===== src/inc/sqdst_map.svh =====
// register offsets, field positions, reset values and codes of the squib loop status bank
`ifndef SQDST_MAP_SVH
`define SQDST_MAP_SVH
`define SQDST_STATUS_OFF 8'h00
`define SQDST_IRQ_STAT_OFF 8'h04
`define SQDST_IRQ_MASK_OFF 8'h08
`define SQDST_THRESH_OFF 8'h0c
`define SQDST_LEAK_CH_LSB 0
`define SQDST_LEAK_PIN_BIT 4
`define SQDST_BATT_BIT 5
`define SQDST_GND_BIT 6
`define SQDST_LOOP_BIT 7
`define SQDST_CHECK_LSB 8
`define SQDST_RES_CH_LSB 12
`define SQDST_UNDER_BIT 16
`define SQDST_OVER_BIT 17
`define SQDST_RSVD_BIT 18
`define SQDST_FET_BIT 19
`define SQDST_THR_LOW_LSB 0
`define SQDST_THR_HIGH_LSB 8
`define SQDST_THRESH_RST 16'hff00
`define SQDST_IRQ_RST 4'h0
`define SQDST_EV_RES 0
`define SQDST_EV_LEAK 1
`define SQDST_EV_LOOP 2
`define SQDST_EV_SHORT 3
`define SQDST_CHK_NONE 4'h0
`define SQDST_CHK_REGULATOR_CURRENT_MONITOR 4'h1
`define SQDST_CHK_LEAK 4'h2
`define SQDST_CHK_LOOP 4'h3
`define SQDST_CHK_RANGE 4'h5
`define SQDST_CHK_MEAS 4'h6
`define SQDST_CHK_FET 4'h7
`define SQDST_CH_NONE 4'h4
`define SQDST_RESP_OKAY 2'h0
`define SQDST_RESP_SLVERR 2'h2
`endif


===== src/inc/sqdst_pkg.sv =====
// shared types of the squib loop status bank
package sqdst_pkg;
    typedef logic [3:0] sqdst_code_t;
    typedef logic [31:0] sqdst_word_t;
    typedef logic [3:0] sqdst_irq_t;
endpackage : sqdst_pkg


===== src/rtl/sqdst_status.sv =====
// squib loop diagnostic status bank with axi4-lite slave and interrupt
//
// Local design decisions: the address map and the AXI4-Lite interface to the registers.
`timescale 1ns/1ps
`include "sqdst_map.svh"

module sqdst_status (
    input wire logic aclk,
    input wire logic aresetn,
    input wire logic [7:0] s_axi_awaddr,
    input wire logic [2:0] s_axi_awprot,
    input wire logic s_axi_awvalid,
    output logic s_axi_awready,
    input wire logic [31:0] s_axi_wdata,
    input wire logic [3:0] s_axi_wstrb,
    input wire logic s_axi_wvalid,
    output logic s_axi_wready,
    output logic [1:0] s_axi_bresp,
    output logic s_axi_bvalid,
    input wire logic s_axi_bready,
    input wire logic [7:0] s_axi_araddr,
    input wire logic [2:0] s_axi_arprot,
    input wire logic s_axi_arvalid,
    output logic s_axi_arready,
    output logic [31:0] s_axi_rdata,
    output logic [1:0] s_axi_rresp,
    output logic s_axi_rvalid,
    input wire logic s_axi_rready,
    input wire logic safety_machine_reset,
    input wire logic diag_state,
    input wire logic hs_fet_on,
    input wire logic ls_fet_on,
    input wire logic fsm_update,
    input wire logic fsm_fet_active,
    input wire logic fsm_over_high,
    input wire logic fsm_under_low,
    input wire logic [3:0] fsm_res_channel,
    input wire logic [3:0] fsm_check_code,
    input wire logic fsm_loop_short,
    input wire logic fsm_ground_short,
    input wire logic fsm_battery_short,
    input wire logic fsm_leak_pin_side,
    input wire logic [3:0] fsm_leak_channel,
    input wire logic res_test_done,
    input wire logic [7:0] res_measured,
    input wire logic res_channel_load,
    input wire logic [3:0] res_channel_cfg,
    input wire logic leak_done,
    input wire logic leak_ground,
    input wire logic leak_battery,
    input wire logic leak_pin_side,
    input wire logic [3:0] leak_channel,
    output logic irq
);

    function automatic sqdst_pkg::sqdst_code_t sqdst_check_clean(input logic [3:0] code);
        case (code)
            `SQDST_CHK_REGULATOR_CURRENT_MONITOR, `SQDST_CHK_LEAK, `SQDST_CHK_LOOP,
            `SQDST_CHK_RANGE, `SQDST_CHK_MEAS, `SQDST_CHK_FET: sqdst_check_clean = code;
            default: sqdst_check_clean = `SQDST_CHK_NONE;
        endcase
    endfunction : sqdst_check_clean

    // status fields
    logic fet_active_flag_reg, fet_active_flag_next;
    logic resist_over_high_reg, resist_over_high_next;
    logic resist_under_low_reg, resist_under_low_next;
    logic [3:0] resistance_channel_reg, resistance_channel_next;
    sqdst_pkg::sqdst_code_t active_check_code_reg, active_check_code_next;
    logic loop_to_loop_short_reg, loop_to_loop_short_next;
    logic ground_short_flag_reg, ground_short_flag_next;
    logic battery_short_flag_reg, battery_short_flag_next;
    logic leak_pin_side_reg, leak_pin_side_next;
    logic [3:0] leak_channel_reg, leak_channel_next;
    logic [7:0] thr_high_reg, thr_high_next;
    logic [7:0] thr_low_reg, thr_low_next;
    sqdst_pkg::sqdst_irq_t irq_stat_reg, irq_stat_next;
    sqdst_pkg::sqdst_irq_t irq_mask_reg, irq_mask_next;
    logic irq_reg, irq_next;
    sqdst_pkg::sqdst_irq_t ev;
    sqdst_pkg::sqdst_word_t status_word;

    // bus slave state
    logic aw_held_reg, aw_held_next;
    logic [7:0] aw_addr_reg, aw_addr_next;
    logic w_held_reg, w_held_next;
    logic [31:0] w_data_reg, w_data_next;
    logic [3:0] w_strb_reg, w_strb_next;
    logic awready_reg, awready_next;
    logic wready_reg, wready_next;
    logic bvalid_reg, bvalid_next;
    logic [1:0] bresp_reg, bresp_next;
    logic arready_reg, arready_next;
    logic rvalid_reg, rvalid_next;
    logic [31:0] rdata_reg, rdata_next;
    logic [1:0] rresp_reg, rresp_next;
    logic wr_fire;
    logic [7:0] wr_addr;
    logic [31:0] wr_data;
    logic [3:0] wr_strb;

    always_comb begin
        status_word = '0;
        status_word[`SQDST_LEAK_CH_LSB +: 4] = leak_channel_reg;
        status_word[`SQDST_LEAK_PIN_BIT] = leak_pin_side_reg;
        status_word[`SQDST_BATT_BIT] = battery_short_flag_reg;
        status_word[`SQDST_GND_BIT] = ground_short_flag_reg;
        status_word[`SQDST_LOOP_BIT] = loop_to_loop_short_reg;
        status_word[`SQDST_CHECK_LSB +: 4] = active_check_code_reg;
        status_word[`SQDST_RES_CH_LSB +: 4] = resistance_channel_reg;
        status_word[`SQDST_UNDER_BIT] = resist_under_low_reg;
        status_word[`SQDST_OVER_BIT] = resist_over_high_reg;
        status_word[`SQDST_RSVD_BIT] = 1'b0;
        status_word[`SQDST_FET_BIT] = fet_active_flag_reg;
    end

    // field update: safety reset, then machine update, then test events
    always_comb begin
        fet_active_flag_next = fet_active_flag_reg;
        resist_over_high_next = resist_over_high_reg;
        resist_under_low_next = resist_under_low_reg;
        resistance_channel_next = resistance_channel_reg;
        active_check_code_next = active_check_code_reg;
        loop_to_loop_short_next = loop_to_loop_short_reg;
        ground_short_flag_next = ground_short_flag_reg;
        battery_short_flag_next = battery_short_flag_reg;
        leak_pin_side_next = leak_pin_side_reg;
        leak_channel_next = leak_channel_reg;
        if (safety_machine_reset) begin
            fet_active_flag_next = 1'b0;
            resist_over_high_next = 1'b0;
            resist_under_low_next = 1'b0;
            resistance_channel_next = 4'h0;
            active_check_code_next = `SQDST_CHK_NONE;
            loop_to_loop_short_next = 1'b0;
            ground_short_flag_next = 1'b0;
            battery_short_flag_next = 1'b0;
            leak_pin_side_next = 1'b0;
            leak_channel_next = 4'h0;
        end else begin
            if (fsm_update) begin
                fet_active_flag_next = fsm_fet_active;
                resist_over_high_next = fsm_over_high;
                resist_under_low_next = fsm_under_low;
                resistance_channel_next = fsm_res_channel;
                active_check_code_next = sqdst_check_clean(fsm_check_code);
                loop_to_loop_short_next = fsm_loop_short;
                ground_short_flag_next = fsm_ground_short;
                battery_short_flag_next = fsm_battery_short;
                leak_pin_side_next = fsm_leak_pin_side;
                leak_channel_next = fsm_leak_channel;
            end
            if (diag_state) begin
                fet_active_flag_next = hs_fet_on | ls_fet_on;
            end
            if (res_test_done) begin
                resist_over_high_next = (res_measured > thr_high_reg);
                resist_under_low_next = (res_measured < thr_low_reg);
            end
            if (res_channel_load) begin
                resistance_channel_next = res_channel_cfg;
            end
            if (leak_done) begin
                ground_short_flag_next = leak_ground;
                battery_short_flag_next = leak_battery;
                leak_pin_side_next = leak_pin_side;
                leak_channel_next = leak_channel;
            end
        end
    end

    always_ff @(posedge aclk) begin
        if (!aresetn) begin
            fet_active_flag_reg <= 1'b0;
            resist_over_high_reg <= 1'b0;
            resist_under_low_reg <= 1'b0;
            resistance_channel_reg <= 4'h0;
            active_check_code_reg <= `SQDST_CHK_NONE;
            loop_to_loop_short_reg <= 1'b0;
            ground_short_flag_reg <= 1'b0;
            battery_short_flag_reg <= 1'b0;
            leak_pin_side_reg <= 1'b0;
            leak_channel_reg <= 4'h0;
        end else begin
            fet_active_flag_reg <= fet_active_flag_next;
            resist_over_high_reg <= resist_over_high_next;
            resist_under_low_reg <= resist_under_low_next;
            resistance_channel_reg <= resistance_channel_next;
            active_check_code_reg <= active_check_code_next;
            loop_to_loop_short_reg <= loop_to_loop_short_next;
            ground_short_flag_reg <= ground_short_flag_next;
            battery_short_flag_reg <= battery_short_flag_next;
            leak_pin_side_reg <= leak_pin_side_next;
            leak_channel_reg <= leak_channel_next;
        end
    end

    // write path: address and data latched independently, either order
    always_comb begin
        aw_held_next = aw_held_reg;
        aw_addr_next = aw_addr_reg;
        w_held_next = w_held_reg;
        w_data_next = w_data_reg;
        w_strb_next = w_strb_reg;
        bvalid_next = bvalid_reg;
        bresp_next = bresp_reg;
        if (s_axi_awvalid && awready_reg) begin
            aw_held_next = 1'b1;
            aw_addr_next = s_axi_awaddr;
        end
        if (s_axi_wvalid && wready_reg) begin
            w_held_next = 1'b1;
            w_data_next = s_axi_wdata;
            w_strb_next = s_axi_wstrb;
        end
        wr_fire = aw_held_reg && w_held_reg && !bvalid_reg;
        wr_addr = aw_addr_reg;
        wr_data = w_data_reg;
        wr_strb = w_strb_reg;
        if (wr_fire) begin
            aw_held_next = 1'b0;
            w_held_next = 1'b0;
            bvalid_next = 1'b1;
            case (wr_addr)
                `SQDST_STATUS_OFF, `SQDST_IRQ_STAT_OFF,
                `SQDST_IRQ_MASK_OFF, `SQDST_THRESH_OFF: bresp_next = `SQDST_RESP_OKAY;
                default: bresp_next = `SQDST_RESP_SLVERR;
            endcase
        end else if (bvalid_reg && s_axi_bready) begin
            bvalid_next = 1'b0;
        end
        // one write in flight: no new beat until the response is taken
        awready_next = !aw_held_next && !bvalid_next;
        wready_next = !w_held_next && !bvalid_next;
    end

    // software registers and sticky interrupt bits
    always_comb begin
        ev = '0;
        ev[`SQDST_EV_RES] = res_test_done && !safety_machine_reset;
        ev[`SQDST_EV_LEAK] = leak_done && !safety_machine_reset;
        ev[`SQDST_EV_LOOP] = loop_to_loop_short_next && !loop_to_loop_short_reg;
        ev[`SQDST_EV_SHORT] = (ground_short_flag_next && !ground_short_flag_reg)
            || (battery_short_flag_next && !battery_short_flag_reg);
        thr_high_next = thr_high_reg;
        thr_low_next = thr_low_reg;
        irq_mask_next = irq_mask_reg;
        irq_stat_next = irq_stat_reg;
        if (wr_fire) begin
            case (wr_addr)
                `SQDST_IRQ_STAT_OFF: begin
                    if (wr_strb[0]) begin
                        irq_stat_next = irq_stat_reg & ~wr_data[3:0];
                    end
                end
                `SQDST_IRQ_MASK_OFF: begin
                    if (wr_strb[0]) begin
                        irq_mask_next = wr_data[3:0];
                    end
                end
                `SQDST_THRESH_OFF: begin
                    if (wr_strb[0]) begin
                        thr_low_next = wr_data[`SQDST_THR_LOW_LSB +: 8];
                    end
                    if (wr_strb[1]) begin
                        thr_high_next = wr_data[`SQDST_THR_HIGH_LSB +: 8];
                    end
                end
                // status word ignores writes
                default: begin
                    irq_stat_next = irq_stat_reg;
                end
            endcase
        end
        // a new event beats a clear in the same cycle
        irq_stat_next = irq_stat_next | ev;
        irq_next = |(irq_stat_next & irq_mask_next);
    end

    // read path
    always_comb begin
        arready_next = arready_reg;
        rvalid_next = rvalid_reg;
        rdata_next = rdata_reg;
        rresp_next = rresp_reg;
        if (s_axi_arvalid && arready_reg) begin
            arready_next = 1'b0;
            rvalid_next = 1'b1;
            rresp_next = `SQDST_RESP_OKAY;
            case (s_axi_araddr)
                `SQDST_STATUS_OFF: rdata_next = status_word;
                `SQDST_IRQ_STAT_OFF: rdata_next = {28'h0000000, irq_stat_reg};
                `SQDST_IRQ_MASK_OFF: rdata_next = {28'h0000000, irq_mask_reg};
                `SQDST_THRESH_OFF: rdata_next = {16'h0000, thr_high_reg, thr_low_reg};
                default: begin
                    rdata_next = 32'h00000000;
                    rresp_next = `SQDST_RESP_SLVERR;
                end
            endcase
        end else if (rvalid_reg && s_axi_rready) begin
            rvalid_next = 1'b0;
            arready_next = 1'b1;
        end
        // first offer after reset, when no read is pending
        if (!arready_reg && !rvalid_reg && !rvalid_next) begin
            arready_next = 1'b1;
        end
    end

    always_ff @(posedge aclk) begin
        if (!aresetn) begin
            aw_held_reg <= 1'b0;
            aw_addr_reg <= 8'h00;
            w_held_reg <= 1'b0;
            w_data_reg <= 32'h00000000;
            w_strb_reg <= 4'h0;
            awready_reg <= 1'b0;
            wready_reg <= 1'b0;
            bvalid_reg <= 1'b0;
            bresp_reg <= `SQDST_RESP_OKAY;
            arready_reg <= 1'b0;
            rvalid_reg <= 1'b0;
            rdata_reg <= 32'h00000000;
            rresp_reg <= `SQDST_RESP_OKAY;
            thr_high_reg <= 8'(`SQDST_THRESH_RST >> `SQDST_THR_HIGH_LSB);
            thr_low_reg <= 8'(`SQDST_THRESH_RST >> `SQDST_THR_LOW_LSB);
            irq_stat_reg <= `SQDST_IRQ_RST;
            irq_mask_reg <= `SQDST_IRQ_RST;
            irq_reg <= 1'b0;
        end else begin
            aw_held_reg <= aw_held_next;
            aw_addr_reg <= aw_addr_next;
            w_held_reg <= w_held_next;
            w_data_reg <= w_data_next;
            w_strb_reg <= w_strb_next;
            awready_reg <= awready_next;
            wready_reg <= wready_next;
            bvalid_reg <= bvalid_next;
            bresp_reg <= bresp_next;
            arready_reg <= arready_next;
            rvalid_reg <= rvalid_next;
            rdata_reg <= rdata_next;
            rresp_reg <= rresp_next;
            thr_high_reg <= thr_high_next;
            thr_low_reg <= thr_low_next;
            irq_stat_reg <= irq_stat_next;
            irq_mask_reg <= irq_mask_next;
            irq_reg <= irq_next;
        end
    end

    assign s_axi_awready = awready_reg;
    assign s_axi_wready = wready_reg;
    assign s_axi_bvalid = bvalid_reg;
    assign s_axi_bresp = bresp_reg;
    assign s_axi_arready = arready_reg;
    assign s_axi_rvalid = rvalid_reg;
    assign s_axi_rdata = rdata_reg;
    assign s_axi_rresp = rresp_reg;
    assign irq = irq_reg;
endmodule : sqdst_status


===== config.mk =====
export PLATFORM = sky130hd
export DESIGN_NAME = sqdst_status
export DESIGN_NICKNAME = d
export VERILOG_FILES = /design/src/inc/sqdst_pkg.sv /design/src/rtl/sqdst_status.sv
export VERILOG_INCLUDE_DIRS = /design/src /design/src/inc
export SDC_FILE = /design/constraint.sdc
export NUM_CORES = 1
export LEC_CHECK = 0
export ABC_CLOCK_PERIOD_IN_PS = 2500
export BUFFER_PORTS_ARGS = -buffer_cell sky130_fd_sc_hd__buf_2
export CORE_ASPECT_RATIO = 0.6
export CORE_UTILIZATION = 54
export CTS_CLUSTER_DIAMETER = 100
export DETAILED_ROUTE_END_ITERATION = 10
export PLACE_DENSITY_LB_ADDON = 0.2
export REMOVE_ABC_BUFFERS = 1
export SETUP_SLACK_MARGIN = 0.4
export SLEW_MARGIN = 10
export SYNTH_ARGS = -nofsm -noshare
export SYNTH_HDL_FRONTEND = slang
export SYNTH_SLANG_ARGS = --single-unit
export TNS_END_PERCENT = 100

===== constraint.sdc =====
create_clock -name aclk -period 2.5 [get_ports aclk]
set_input_delay 0.5 -clock aclk [delete_from_list [all_inputs] [get_ports aclk]]
set_output_delay 0.5 -clock aclk [all_outputs]
set_load 0.005 [all_outputs]

# Word level (Yosys, flattened, before mapping)
# Index checks and enable logic that the tools add are counted.
# totals
register_bits,113
input_bits,111
out_inout_bits,42
wordCells,131
# op_classes
order_cmp,2
eq_ne,12
muxes,41
bitwise,6
n_reduce_logical,42
# ops
cell,n
$pmux W20 S4,1
$mux W4,11
$eq A8 B4 Y1 const B,4
$mux W1,27
$eq A8 B3 Y1 const B,2
$logic_and A1 B1 Y1,16
$logic_not A8 Y1,2
$eq A4 B3 Y1 const B,3
$reduce_or A4 Y1,3
$logic_not A1 Y1,11
$and A4 B4 Y4,2
$eq A4 B2 Y1 const B,2
$gt A8 B8 Y1,1
$lt A8 B8 Y1,1
$reduce_bool A2 Y1,4
$reduce_and A3 Y1,2
$reduce_or A6 Y1,1
$eq A4 B1 Y1 const B,1
$mux W2,2
$not A4 Y4,1
$or A4 B4 Y4,1
$reduce_bool A3 Y1,1
$reduce_or A2 Y1,1
$logic_or A1 B1 Y1,1
2 further kinds,2

# Depth between registers and ports, before layout
# Gate-level depths: netlist of run 1.
# depth
ltp_word,8
depth_mapped,7
ltp_nobuf,7

# Least setup slack after synthesis of run 1
# OpenSTA, ideal clock, no wires.
# synth_path
path_type,input to register
from,input s_axi_araddr[3]
to,"register rdata_reg[0], in the netlist s_axi_rdata[0]"
arrival_time_ps,1530
slack_ps,852
path_stages,4
n_path_buf,1
path_cell_list,clkbuf_1 mux4_2 a22oi_1 nor2b_1
# synth_via
elab_chain_len,2
word_cells_on_any_way,5
# synth_rtl
element,line,source
start: declaration,sqdst_status.sv:21,"input wire logic [7:0] s_axi_araddr,"
"$eq A8 B4 Y1, or another cell as far along",sqdst_status.sv:290,case (s_axi_araddr)
$pmux W20 S4 (*),sqdst_status.sv:290,
end signal: assignment,sqdst_status.sv:342,rdata_reg <= rdata_next;
end: declaration,sqdst_status.sv:95,"logic [31:0] rdata_reg, rdata_next;"
# Mark *: on every way between the ends. The rest lies on a longest branch, timed or not.
# A chain may end at the register's enable or synchronous reset.

# Worst setup path after layout of run 1
# layout_path
from,register aw_addr_reg[0]
to,register thr_high_reg[0]
# layout_via
elab_chain_len,2
# layout_rtl
element,line,source
start: declaration,sqdst_status.sv:85,"logic [7:0] aw_addr_reg, aw_addr_next;"
start signal: assignment,sqdst_status.sv:332,aw_addr_reg <= aw_addr_next;
$eq A8 B4 Y1,sqdst_status.sv:250,case (wr_addr)
$reduce_and A3 Y1 (no line),n/a,
end signal: assignment,sqdst_status.sv:325,thr_high_reg <= 8'(`SQDST_THRESH_RST >> `SQDST_THR_HIGH_LSB);
end signal: assignment,sqdst_status.sv:344,thr_high_reg <= thr_high_next;
end: declaration,sqdst_status.sv:75,"logic [7:0] thr_high_reg, thr_high_next;"
# Every way passes these cells.

==> summary.md, run 1 <==
The source-to-sink clock delay at the later pin of the worst-skew pair is 0.34 ns, and the count of input and output buffers is 113. The buffers plus inverters on the worst setup path came out at 1. The total area of multi-input combinational cells is 2280 um2, and the top cell type's share of synthesized area is 43.5%. The part of the power in registers is 48.3%, and the floorplan die height is 72.8 um.

In this run, the clock network consumes 42.9% of the power. The congestion estimate from routability-driven global placement came to 0.885. The register with the most flip-flops in the layout has 19 of them. The buffers inserted during post-CTS setup optimization is 0. The repair_antennas step left the layout with diodes totalling 0. Power density relative to cell area: 632 nW/um2.

Maximum clock rate: 560 MHz. Yosys mapped a number of flops with a built-in enable equal to 0. The worst register-to-register path has a depth of 6. In the post-synthesis netlist, the biggest area contributors are sky130_fd_sc_hd__dfxtp_1 (44%), sky130_fd_sc_hd__nand2_1 (7.1%), sky130_fd_sc_hd__a21boi_0 (5.2%), sky130_fd_sc_hd__mux2i_1 (5.1%), sky130_fd_sc_hd__ha_1 (4.2%).

Headroom to the max-slew limit came out at 56.8%. Entering global routing, the biggest net connects 31 pins. Compared with the post-synthesis result, the final layout area differs by 19.7%.

The top-level port count was 153. The tools report the maximum root-to-sink buffer count as 2. The path type of the worst setup path was reg -> reg.

The net count reported at finish came out at 735. The detailed router finished its first iteration with 227 violations. The tools report the total number of vias as 3818. The total of hold buffers inserted after clock tree synthesis was 0; the number of buffers created by CTS was 9. The run gives 1960 um2 as the sequential cell area. CTS root buffer: sky130_fd_sc_hd__clkbuf_16. For this configuration, the core starts out at a cell density of 56.5%. In this run the worst hold path is classified as in -> reg. The tools report the number of antenna violations at the first check in global routing as 0.

After detailed routing, the number of vias per cell comes to 5.29. The synthesized netlist contains 47 unique library cells. At the worst endpoint, the arrival time is 2.01 ns. After synthesis, the mean cell area works out to 8.94 um2. The clock slew at the register clock pins of the worst setup and hold paths was 0.07 ns; the core box area was 7980 um2. The tools report the remaining routing DRC violations as 0. In the final layout, the share of cells above drive strength 1 is 24.8%. Setup repair after global routing left no endpoint under its margin.

The worst setup path startpoint was aw_addr_reg[0]. The shortest clock period the worst path allows after layout works out to 1.79 ns. Horizontal extent of the die: 120 um.

STA classifies the critical path endpoint as a register. The die covers 8730 um2. Wires add up to 10700 um. Summed over all failing endpoints, the final setup total negative slack is 0 ns. The instance count on the critical path works out to 6. The worst-case IR drop observed on VDD is 0.000586 V. In this run switching power makes up 22.4% of total power.

The worst endpoint required time is 2.72 ns, and the portion of the clock cycle consumed by the worst path in the final layout is 71.4%. In this design, the largest share of critical-path delay is due to simple AND/OR/NAND/NOR gates. Among all flip-flop cells after synthesis, the most frequent one is sky130_fd_sc_hd__dfxtp_1.

The tools report the post-route clock skew as 0.00687 ns. TritonCTS built the clock tree. Global-route wire length before repair: 17100 um. The fraction of registers with async set/reset was 0%. The overall overflow remaining after global route is 0, and the number of global-route vias before repair is 3458. The first TritonRoute pass finished after 5 iterations. The overall routing resource usage is 25.9%, and the cell area after synthesis is 4510 um2. Reg-to-reg critical path endpoint: thr_high_reg[0]. The H-tree generated during clock tree synthesis spans 3 levels. For this design the total switching power over the nets is 0.000763 W. For the total count of max-transition violations in the final report, the log shows 0. The largest total area in the synthesized netlist belongs to sky130_fd_sc_hd__dfxtp_1.

The run finished with clean final reports. The cell with the largest stage delay on the worst path was sky130_fd_sc_hd__nor4_4. After filler insertion, the fill cell instance count of the layout stands at 670. After technology mapping, the gate count stands at 504. The tree built by TritonCTS fans out to 98 sinks. The number of placement rows is 25, and the transition time at the pin with the least slew margin is 0.648 ns.

The type of element launching the critical path was a register. After layout, the worst setup slack is 0.715 ns. The number of warning messages in the yosys log was 0. The count of maximum capacitance violations was 0; the synthesized flop and latch total was 98. Before CTS, the worst setup slack after placement is 0.490 ns. Walking the worst path, the cells encountered are nor4_4, and3_4, and4_1, buf_4, mux2i_1, nand2_1. The number of nets with antenna violations after detailed routing was 0; the worst reg-to-reg setup slack was 0.71 ns. The startpoint of the worst register-to-register path is aw_addr_reg[0].

For the part of the power in combinational logic, the log shows 8.8%. Timing endpoint of the critical path: thr_high_reg[0]. Along the worst path, the maximum fanout reaches 15. Setup violations remaining at the end of the flow were counted as 0.

Internal power consumption: 0.00264 W. The analysis attributes to cell leakage a power of 2.41 nW. The tools report the number of failing hold endpoints at the final stage as 0. The sum of net half-perimeters after detailed placement is 8280 um, and the total of cells resized after clock tree synthesis is 0. After detailed routing, the average wire length per cell comes to 14.8 um. The biggest cell delay along the critical path was 0.36 ns; the sequential share of the synthesized area was 43.5%.
-- power by group through the flow --
stage | logic [W] | registers (W) | clock network, W
2_1_floorplan | 0.000150 | 0.00167 | 0
3_3_place_gp | 0.000287 | 0.00168 | 0
3_5_place_dp | 0.000298 | 0.00168 | 0
4_1_cts | 0.000300 | 0.00164 | 0.00149
5_1_grt | 0.000337 | 0.00165 | 0.00155
6_report | 0.000300 | 0.00165 | 0.00146
-- layout by cell type (no fill, tap or decap), drive strengths merged, types with 2 or more instances in the layout --
master | netlist | layout
a21oi | 20 | 20
conb | 1 | 15
a21boi | 31 | 31
a211oi | 7 | 7
nand2b | 8 | 8
a211o | 2 | 2
bufinv | 0 | 2
nand3 | 6 | 6
o21a | 3 | 3
nand4 | 6 | 6
a21o | 3 | 3
o211ai | 7 | 7
inv | 22 | 22
nand3b | 3 | 3
and2b | 2 | 2
nor2 | 32 | 32
a22oi | 16 | 16
nor2b | 22 | 22
nor4 | 2 | 2
ha | 15 | 15
mux2 | 2 | 2
o22ai | 6 | 6
dfxtp | 98 | 98
clkbuf | 17 | 10
nor3 | 4 | 4
buf | 23 | 120
mux4 | 4 | 4
nand2 | 88 | 88
and3b | 3 | 3
clkinv | 0 | 4
and2 | 4 | 4
o21ai | 17 | 17
mux2i | 23 | 23
-- final cells by class --
cell class / count / share of cell area, %
flip-flops and latches: 98 / 36.4
inverters: 22 / 1.53
multi-input cells: 358 / 42.2
clock inverters: 6 / 1.48
repair buffers: 120 / 11.5
well taps: 108 / 2.51
clock buffers: 10 / 4.43
-- Yosys cell counts, types with 4 or more instances --
| master | count |
|---|---|
| sky130_fd_sc_hd__nor2_1 | 32 |
| sky130_fd_sc_hd__nand3_1 | 6 |
| sky130_fd_sc_hd__ha_1 | 15 |
| sky130_fd_sc_hd__o21ai_0 | 17 |
| sky130_fd_sc_hd__a211oi_1 | 7 |
| sky130_fd_sc_hd__o211ai_1 | 4 |
| sky130_fd_sc_hd__and2_1 | 4 |
| sky130_fd_sc_hd__nand4_1 | 5 |
| sky130_fd_sc_hd__a21oi_1 | 20 |
| sky130_fd_sc_hd__nor2b_1 | 22 |
| sky130_fd_sc_hd__a21boi_0 | 31 |
| sky130_fd_sc_hd__nand2b_1 | 8 |
| sky130_fd_sc_hd__dfxtp_1 | 98 |
| sky130_fd_sc_hd__mux2i_1 | 23 |
| sky130_fd_sc_hd__a22oi_1 | 16 |
| sky130_fd_sc_hd__nand2_1 | 85 |
| sky130_fd_sc_hd__mux4_2 | 4 |
| sky130_fd_sc_hd__clkbuf_1 | 17 |
| sky130_fd_sc_hd__inv_1 | 22 |
| sky130_fd_sc_hd__buf_4 | 16 |
| sky130_fd_sc_hd__o22ai_1 | 6 |
-- per-stage QoR --
stage               instances  hold slack [ns]  utilization, %  area [um2]  total power (W)
floorplan                 478            0.436               -        4320          0.00182
global placement          706            0.436            63.6        5070          0.00196
detailed placement        706            0.442            63.6        5070          0.00198
CTS                       722            0.375            67.6        5390          0.00344
global route              722            0.393            67.6        5390          0.00353
finish                    722            0.374            67.6        5390          0.00341
-- cells by family after synthesis --
| logic type | share of synthesized area [%] |
|---|---|
| other cells | 0.0832 |
| compound gates | 17.4 |
| mux | 7.61 |
| simple gates | 20.1 |
| buf+inv | 7.11 |
| fa+ha+maj | 4.16 |
| flops | 43.5 |
-- worst min path at each step --
| stage | startpoint | end | slack, ns | cells after the start |
|---|---|---|---|---|
| floorplan | aw_held_reg | s_axi_awready | 0.44 | 1 |
| global placement | s_axi_rdata[6] | s_axi_rdata[6] | 0.44 | 2 |
| detailed placement | s_axi_rdata[15] | s_axi_rdata[15] | 0.44 | 2 |
| CTS | diag_state | fet_active_flag_reg | 0.38 | 2 |
| global route | diag_state | fet_active_flag_reg | 0.39 | 2 |
| finish | diag_state | fet_active_flag_reg | 0.37 | 2 |
-- metal layers --
metal,global-route usage [%],vias to the layer above,part of all wire [%]
li1,-,1916,-
met4,9.03,0,1.3
met5,0,-,0
met1,36.8,1727,50
met3,6.09,15,7.8
met2,38.6,160,41
No activity file was read; power rests on OpenSTA's default activity.
==> run 2, diff against run 1 <==
--- a/config.mk
+++ b/config.mk
@@ -6,10 +6,11 @@
 export SDC_FILE = /design/constraint.sdc
 export NUM_CORES = 1
 export LEC_CHECK = 0
-export ABC_CLOCK_PERIOD_IN_PS = 2500
+export ABC_AREA = 1
+export ABC_CLOCK_PERIOD_IN_PS = 1780
 export BUFFER_PORTS_ARGS = -buffer_cell sky130_fd_sc_hd__buf_2
 export CORE_ASPECT_RATIO = 0.6
-export CORE_UTILIZATION = 54
+export CORE_UTILIZATION = 50
 export CTS_CLUSTER_DIAMETER = 100
 export DETAILED_ROUTE_END_ITERATION = 10
 export PLACE_DENSITY_LB_ADDON = 0.2
==> constraint.sdc (replaced) <==
create_clock -name aclk -period 1.78 [get_ports aclk]
set_input_delay 0.356 -clock aclk [delete_from_list [all_inputs] [get_ports aclk]]
set_output_delay 0.356 -clock aclk [all_outputs]
set_load 0.005 [all_outputs]
==> run 2 against run 1 <==
  * Power increased by 36%
  * Global-route usage shrank 1.4 points
  * Maximum frequency up 25%
  * Critical path depth rose by 3
  * Sequential power is 42% higher
  * Worst hold slack got worse by 0.13 ns
  * Area after synthesis barely moved
  * First-iteration DRC count rose by 33%
  * Die area up 7.9%
  * Worst setup slack lost 0.36 ns
  * Highest routed layer unchanged
==> summary.md, run 2 <==
The run finished with clean final reports. The post-route clock skew came out at 0.00520 ns (was 0.00687 ns). The tools report the overall routing resource usage as 24.5% (was 25.9%). The leading cell type in the layout, fill and taps excluded is sky130_fd_sc_hd__buf_2 (unchanged). The total number of vias was 4349 (was 3818); the number of antenna violations at the first check in global routing was 0 (unchanged). The worst endpoint required time was 2.02 ns (was 2.72 ns).

The cell area after synthesis is 4510 um2 (about the same). Synth cell count leaders: sky130_fd_sc_hd__nand2_1 (106), sky130_fd_sc_hd__dfxtp_1 (98), sky130_fd_sc_hd__nor2_1 (72) (was sky130_fd_sc_hd__dfxtp_1 (98), sky130_fd_sc_hd__nand2_1 (85), sky130_fd_sc_hd__nor2_1 (32)). The tools report the sort of element at the end of the critical path as a register (unchanged). The logs give 835 (was 735) for the net count reported at finish and 1.67 ns (was 2.01 ns) for the signal arrival time at the worst endpoint. The tools report the largest net degree at the start of global routing as 47 (was 31).

The area overhead of the layout relative to synthesis is 25.6% (was 19.7%), and the number of optimization iterations in the first detailed-route pass is 5 (unchanged). The CTS root buffer was sky130_fd_sc_hd__clkbuf_16 (unchanged). Path type of the worst setup path: reg -> reg (unchanged). TritonCTS built the clock tree.

The number of global-route vias before repair was 3783 (was 3458); the routed wirelength normalized by instance count was 14.6 um (was 14.8 um). The run gives 0 (unchanged) as the setup violation total in the final timing report. The number of cells in the design after placement is 794 (was 706). The synthesized-area fraction occupied by adder cells works out to 4.16% (about the same).

The count of input and output buffers was 113 (unchanged); the count of maximum capacitance violations was 0 (unchanged). The logs give 745 (was 670) for the number of filler cells placed in the layout and 0 (unchanged) for the remaining routing DRC violations. The number of clock sinks seen by CTS is 98 (unchanged), and the via density per instance is 5.28 (was 5.29). The number of inserted diodes was 0 (unchanged); the relative slew slack was 65.9% (was 56.8%).

The proportion of synthesized area in mux cells is 0% (was 7.61%), and the number of nets with antenna violations after detailed routing is 0 (unchanged). The portion of the clock cycle consumed by the worst path in the final layout came out at 80.3% (was 71.4%). The tools report the largest vdd supply drop as 0.000426 V (was 0.000586 V). The post-synthesis compound-gate area fraction was 18.4% (was 17.4%); the static leakage power was 2.59 nW (was 2.41 nW). The power density relative to cell area was 817 nW/um2 (was 632 nW/um2). The sum of net half-perimeters after detailed placement is 8770 um (was 8280 um), and the simple-gate portion of the synthesized area is 24.1% (was 20.1%). The transition time at the pin with the least slew margin works out to 0.507 ns (was 0.648 ns).

The tools report the aggregate negative setup slack as 0 ns (unchanged). The tools report the maximum clock rate as 699 MHz (was 560 MHz). The share of layout cells above drive strength 1 works out to 28.8% (was 24.8%). The clock slew at the register clock pins of the worst setup and hold paths is 0.06 ns (was 0.07 ns). The main combinational cell family by area after synthesis was simple AND/OR/NAND/NOR gates (unchanged). Top cells by area, synth: sky130_fd_sc_hd__dfxtp_1 (44%), sky130_fd_sc_hd__nand2_1 (8.8%), sky130_fd_sc_hd__o21ai_0 (6.5%), sky130_fd_sc_hd__nor2_1 (6.0%), sky130_fd_sc_hd__a21oi_1 (4.9%) (was sky130_fd_sc_hd__dfxtp_1 (44%), sky130_fd_sc_hd__nand2_1 (7.1%), sky130_fd_sc_hd__a21boi_0 (5.2%), sky130_fd_sc_hd__mux2i_1 (5.1%), sky130_fd_sc_hd__ha_1 (4.2%)). The run gives 0.34 ns (about the same) as the source-to-sink clock delay at the later pin of the worst-skew pair. Highest-count cells in the layout ignoring fill and taps: sky130_fd_sc_hd__buf_2 (113), sky130_fd_sc_hd__nand2_1 (101), sky130_fd_sc_hd__dfxtp_1 (93) (was sky130_fd_sc_hd__buf_2 (113), sky130_fd_sc_hd__dfxtp_1 (98), sky130_fd_sc_hd__nand2_1 (85)). The tools report the final wirelength as 12000 um (was 10700 um). The tools report the placed instance area as 5080 um2 (was 5070 um2). Worst min-delay path category: in -> reg (unchanged). For the design area, the log shows 5660 um2 (was 5390 um2).

The tools report the type of element launching the critical path as a register (unchanged). Number of buffers created by CTS: 9 (unchanged). The top cell type's share of synthesized area works out to 43.5% (about the same). The library cell with the highest instance count after synthesis was sky130_fd_sc_hd__nand2_1 (was sky130_fd_sc_hd__dfxtp_1). The logs give 0 (unchanged) for the number of warning messages in the yosys log and 0 (unchanged) for the total count of max-transition violations in the final report.

For the number of unique standard cell types used by synthesis, the log shows 37 (was 47). The final standard cell count with taps included and fillers excluded came out at 824 (was 722). The number of failing hold endpoints at the final stage is 0 (unchanged), and the synthesized flop and latch total is 98 (unchanged).

The logs give 26 (was 25) for the number of placement rows and 43.5% (about the same) for the sequential share of the synthesized area. Synthesized area per cell: 7.72 um2 (was 8.94 um2). For the core box area, the log shows 8620 um2 (was 7980 um2). The xor and xnor fraction of the mapped netlist area was 0% (unchanged); the starting density of the core was 52.3% (was 56.5%).

The fraction of registers with async set/reset works out to 0% (unchanged). The top-level port count was 153 (unchanged). The routability-driven placement congestion ratio is 0.881 (was 0.885), and the critical-path maximum fanout is 4 (was 15). The run gives 302 (was 227) as the count of routing violations after the opening detailed-route iteration. The number of enable-type register cells in the synthesized netlist is 0 (unchanged), and the overall overflow remaining after global route is 0 (unchanged).

The global-route wire length before repair is 18000 um (was 17100 um). The maximum root-to-sink buffer count was 2 (unchanged); the floorplan die height was 75.6 um (was 72.8 um). The area of the die is 9410 um2 (was 8730 um2), and the shortest clock period the worst path allows after layout is 1.43 ns (was 1.79 ns). The tools report the worst hold slack as 0.240 ns (was 0.374 ns). The leading register cell type out of synthesis was sky130_fd_sc_hd__dfxtp_1 (unchanged). The dominant cell type by area after synthesis is sky130_fd_sc_hd__dfxtp_1 (unchanged).

The number of instances in the synthesized netlist is 584 (was 504). The run gives 3 (unchanged) as the CTS H-tree depth. Setup repair after global routing could not meet its margin everywhere. The number of flip-flops under the largest register name was 19 (unchanged). The final total power is 0.00463 W (was 0.00341 W). The horizontal extent of the die came out at 125 um (was 120 um).
==> run 2: cell types whose count changed after synthesis, sizes merged, moves of 19 or more <==
cell and delta:
nand3 +19, inv +30, nor2b -22, a21oi +24, a21boi -31, mux2i -23
o21ai +48, nand2 +22, nor2 +51
==> run 2: kinds of logic after synthesis <==
kind of cell	Yosys count
fa+ha+maj	15
simple gates	239
flops	98
other cells	1
compound gates	142
buf+inv	89
==> run 2: path summary, 6_finish.rpt <==
| path | startpoint | end | slack, ns | cells past startpoint |
|---|---|---|---|---|
| max reg2reg | aw_held_reg | irq | 0.35 | 9 |
| min | fsm_leak_channel[1] | leak_channel_reg[1] | 0.24 | 3 |
| max | aw_held_reg | irq | 0.35 | 9 |
| min reg2reg | active_check_code_reg[3] | active_check_code_reg[3] | 0.45 | 2 |
==> run 2: layout make-up <==
cell class,count,area [um2],area share (%)
clock buffer,14,254,4.48
inverter,52,201,3.56
multi-input combinational,411,2310,40.8
sequential,98,1970,34.7
tap,112,140,2.47
timing repair buffer,137,791,14.0
==> run 2: what timing repair did <==
| item | CTS | global route |
|---|---|---|
| endpoints found under the setup margin | 26 | 34 |
| pin swaps | 4 | 9 |
| setup buffers | 3 | 13 |
| hold buffers | 0 | 0 |
| resized for setup | 13 | 34 |
| endpoints found under the hold margin | 0 | 0 |
==> run 2: through the flow <==
stage          utilization (%)  setup WS [ns]
3_3_place_gp              59.0          0.207
5_1_grt                   65.7          0.250
4_1_cts                   62.8          0.389
6_report                  65.7          0.350
3_5_place_dp              59.0          0.114
2_1_floorplan                -          0.344
==> run 2: routing by layer <==
layer	vias up	wire (um)	global-route usage, %
met3	18	765	6.32
met5	-	0	0
met1	1999	5810	33.7
met2	155	5280	39.0
met4	0	150	5.76
li1	2177	-	-
==> run 2: where the power goes <==
group	leakage (nW)	internal, W	switching, W	total (W)
Sequential	0.801	0.00228	0.0000578	0.00234
Combinational	1.67	0.000224	0.000325	0.000550
Clock	0.123	0.000973	0.000770	0.00174
Total	2.59	0.00347	0.00115	0.00463
==> run 2: worst max-delay path, stage by stage (launching register included) <==
cell                      delay, ns
sky130_fd_sc_hd__dfxtp_2       0.36
sky130_fd_sc_hd__nand4_1       0.25
sky130_fd_sc_hd__nor2_1        0.24
sky130_fd_sc_hd__nand2_1       0.09
sky130_fd_sc_hd__nand2_1       0.08
sky130_fd_sc_hd__nand2_1       0.05
sky130_fd_sc_hd__nand2_1       0.07
sky130_fd_sc_hd__nand2_2       0.06
sky130_fd_sc_hd__nor2_1        0.08
sky130_fd_sc_hd__nor2_1        0.04
==> run 3, diff against run 2 <==
--- a/config.mk
+++ b/config.mk
@@ -7,10 +7,10 @@
 export NUM_CORES = 1
 export LEC_CHECK = 0
 export ABC_AREA = 1
-export ABC_CLOCK_PERIOD_IN_PS = 1780
+export ABC_CLOCK_PERIOD_IN_PS = 1200
 export BUFFER_PORTS_ARGS = -buffer_cell sky130_fd_sc_hd__buf_2
 export CORE_ASPECT_RATIO = 0.6
-export CORE_UTILIZATION = 50
+export CORE_UTILIZATION = 45
 export CTS_CLUSTER_DIAMETER = 100
 export DETAILED_ROUTE_END_ITERATION = 10
 export PLACE_DENSITY_LB_ADDON = 0.2
==> constraint.sdc (replaced) <==
create_clock -name aclk -period 1.2 [get_ports aclk]
set_input_delay 0.24 -clock aclk [delete_from_list [all_inputs] [get_ports aclk]]
set_output_delay 0.24 -clock aclk [all_outputs]
set_load 0.005 [all_outputs]
==> run 3 against run 2 <==
  * The flow now finishes with violations (negative setup slack)
  * First-iteration DRC count increased by 55%
  * Non-clock buffer count increased by 87
  * Register-to-register slack got worse by 0.63 ns
  * Count of clock-buffer cells in the layout is 2 lower
  * Combinational power increased by 130%
  * Cell count is 13% higher
  * Global-route usage rose by 2.3 points
  * Worst hold slack got worse by 0.12 ns
  * Sequential share of layout area is 6.4 points lower
  * Critical path depth decreased by 1
  * Clock skew barely moved
  * Clock power up 55%
  * Critical endpoint is now thr_low_reg[0]
==> summary.md, run 3 (synthesis results as in run 2) <==
Series of cell instances along the critical path: nor2_4, buf_6, inv_4, nor2_4, buf_6, nand4_4, a21oi_1, nor2_1 (was nand4_1, nor2_1, nand2_1, nand2_1, nand2_1, nand2_1, nand2_2, nor2_1, nor2_1). The core box area was 9460 um2 (was 8620 um2). The power density relative to cell area is 1050 nW/um2 (was 817 nW/um2), and the worst endpoint required time is 1.43 ns (was 2.02 ns). The number of global-route vias before repair came out at 4547 (was 3783).

The run gives -4.69 ns (was 0 ns) as the aggregate negative setup slack. For the worst setup slack after placement, the log shows -0.218 ns (was 0.114 ns). The share of layout cells above drive strength 1 is 52.8% (was 28.8%). Setup repair after global routing could not meet its margin everywhere. The final reports fail on negative setup slack. For the post-route clock skew, the log shows 0.00524 ns (was 0.00520 ns). Final total power: 0.00747 W (was 0.00463 W). For the top-level port count, the log shows 153 (unchanged). The overall overflow remaining after global route was 0 (unchanged).

The count of input and output buffers is 113 (unchanged), and the CTS H-tree depth is 3 (unchanged). The maximum root-to-sink buffer count was 2 (unchanged). The number of nets with antenna violations after detailed routing was 0 (unchanged).

The CTS root buffer was sky130_fd_sc_hd__clkbuf_16 (unchanged). The reg-to-reg critical path endpoint is thr_low_reg[0] (was irq). The leading cell type in the layout, fill and taps excluded is sky130_fd_sc_hd__buf_2 (unchanged).

Timing endpoint of the critical path: thr_low_reg[0] (was irq). The clock slew at the register clock pins of the worst setup and hold paths works out to 0.07 ns (was 0.06 ns). Highest-count cells in the layout ignoring fill and taps: sky130_fd_sc_hd__buf_2 (108), sky130_fd_sc_hd__nand2_1 (89), sky130_fd_sc_hd__buf_4 (62) (was sky130_fd_sc_hd__buf_2 (113), sky130_fd_sc_hd__nand2_1 (101), sky130_fd_sc_hd__dfxtp_1 (93)). Shortest clock period the worst path allows after layout: 1.48 ns (was 1.43 ns). The number of placement rows is 27 (was 26).

The tools report the type of element launching the critical path as a register (unchanged). The setup violation total in the final timing report came out at 40 (was 0). The tools report the number of antenna violations at the first check in global routing as 0 (unchanged). The net count reported at finish was 923 (was 835). Biggest cell delay along the critical path: 0.33 ns (was 0.36 ns). The worst min-delay path category was in -> reg (unchanged).

The total count of max-transition violations in the final report was 0 (unchanged); the static leakage power was 3.20 nW (was 2.59 nW). The tools report the count of routing violations after the opening detailed-route iteration as 469 (was 302). The via density per instance was 5.32 (was 5.28). The path type of the worst setup path was reg -> reg (unchanged). The logs give 9 (unchanged) for the number of buffers created by CTS and 47.7% (was 52.3%) for the starting density of the core.

The source-to-sink clock delay at the later pin of the worst-skew pair is 0.35 ns (was 0.34 ns). Largest net degree at the start of global routing: 47 (unchanged). Floorplan die height: 79.5 um (was 75.6 um). Cell with the largest stage delay on the worst path: sky130_fd_sc_hd__dfxtp_2 (unchanged). The area overhead of the layout relative to synthesis was 57.8% (was 25.6%); the signal arrival time at the worst endpoint was 1.71 ns (was 1.67 ns). The area of the die is 10400 um2 (was 9410 um2).

The flow ran to the end, but the final reports show violations. The total area of multi-input combinational cells was 2750 um2 (was 2310 um2); the routed wirelength normalized by instance count was 16.3 um (was 14.6 um). Depth of the worst register-to-register path: 8 (was 9). The total number of vias was 4950 (was 4349); the remaining routing DRC violations was 0 (unchanged). The routability-driven placement congestion ratio was 0.840 (was 0.881); the count of maximum capacitance violations was 0 (unchanged). The run gives 676 MHz (was 699 MHz) as the maximum clock rate. Portion of the clock cycle consumed by the worst path in the final layout: 123% (was 80.3%). The tools report the number of optimization iterations in the first detailed-route pass as 7 (was 5). The number of instances on the worst hold path was 3 (unchanged); the worst reg-to-reg setup slack was -0.28 ns (was 0.35 ns). The overall routing resource usage was 26.7% (was 24.5%).

The critical-path maximum fanout was 6 (was 4). The number of inserted diodes is 0 (unchanged), and the sum of net half-perimeters after detailed placement is 9480 um (was 8770 um). The run gives 98 (unchanged) as the number of clock sinks seen by CTS. The sequential cell area was 2010 um2 (was 1970 um2).

The number of flip-flops under the largest register name works out to 19 (unchanged). The tools report the sort of element at the end of the critical path as a register (unchanged). For the total of hold buffers inserted after clock tree synthesis, the log shows 0 (unchanged). Final setup slack of the worst path: -0.280 ns (was 0.350 ns). The final wirelength was 15200 um (was 12000 um). The horizontal extent of the die is 131 um (was 125 um), and the number of filler cells placed in the layout is 648 (was 745). Worst setup path startpoint: aw_addr_reg[0] (was aw_held_reg).

The run gives 0.000787 V (was 0.000426 V) as the largest vdd supply drop. TritonCTS built the clock tree. The number of failing hold endpoints at the final stage is 0 (unchanged). The tools report the startpoint of the worst register-to-register path as aw_addr_reg[0] (was aw_held_reg).

The global-route wire length before repair is 22000 um (was 18000 um).
-- run 3: power breakdown --
group	leakage (nW)	switching (W)	internal, W
combinational	2.25	0.000663	0.000625
clock	0.138	0.00120	0.00150
sequential	0.811	0.000110	0.00338
-- run 3: repair_timing --
action	4_1_cts	5_1_grt
hold endpoints to repair	0	0
gates cloned	4	2
buffers inserted	25	11
pin swaps	44	45
resized for setup	129	139
setup endpoints to repair	108	113
-- run 3: worst min path at each step --
stage / endpoint / startpoint
after global routing: leak_channel_reg[1] / fsm_leak_channel[1]
after CTS: leak_channel_reg[1] / fsm_leak_channel[1]
after floorplan: thr_high_reg[6] / aresetn
after detailed placement: s_axi_rdata[1] / s_axi_rdata[1]
after global placement: active_check_code_reg[3] / active_check_code_reg[3]
final: leak_channel_reg[2] / fsm_leak_channel[2]
-- run 3: worst max-delay path, delay by kind of cell, from the launching register on --
kind	cells	cell delay [ns]
AND/OR/NAND/NOR	4	0.47
flip-flops	1	0.33
AO/OA/AOI/OAI	1	0.27
buffers and inverters	3	0.30
-- run 3: cell type report --
cell class | count | share of cell area (%)
Clock inverter | 3 | 0.211
Sequential cell | 98 | 28.3
Clock buffer | 12 | 3.60
Tap cell | 130 | 2.29
Multi-Input combinational cell | 412 | 38.6
Timing Repair Buffer | 224 | 24.1
Inverter | 52 | 2.90
-- run 3: layer usage --
metal | track usage (%) | wire length, um | share of wire (%) | vias up
met5 | 0 | 0 | 0 | -
met2 | 43.6 | 7250 | 48 | 237
met3 | 5.40 | 1040 | 6.8 | 31
met1 | 36.3 | 6670 | 44 | 2333
li1 | - | - | - | 2349
met4 | 6.47 | 256 | 1.7 | 0
-- run 3: through the flow --
step	utilization, %	hold slack, ns	cell area [um2]	cells
after global routing	75.2	0.138	7120	931
after detailed placement	59.3	0.441	5610	874
after global placement	59.3	0.436	5610	874
after CTS	69.7	0.122	6600	918
final	75.2	0.123	7120	931
after floorplan	-	0.315	4320	561
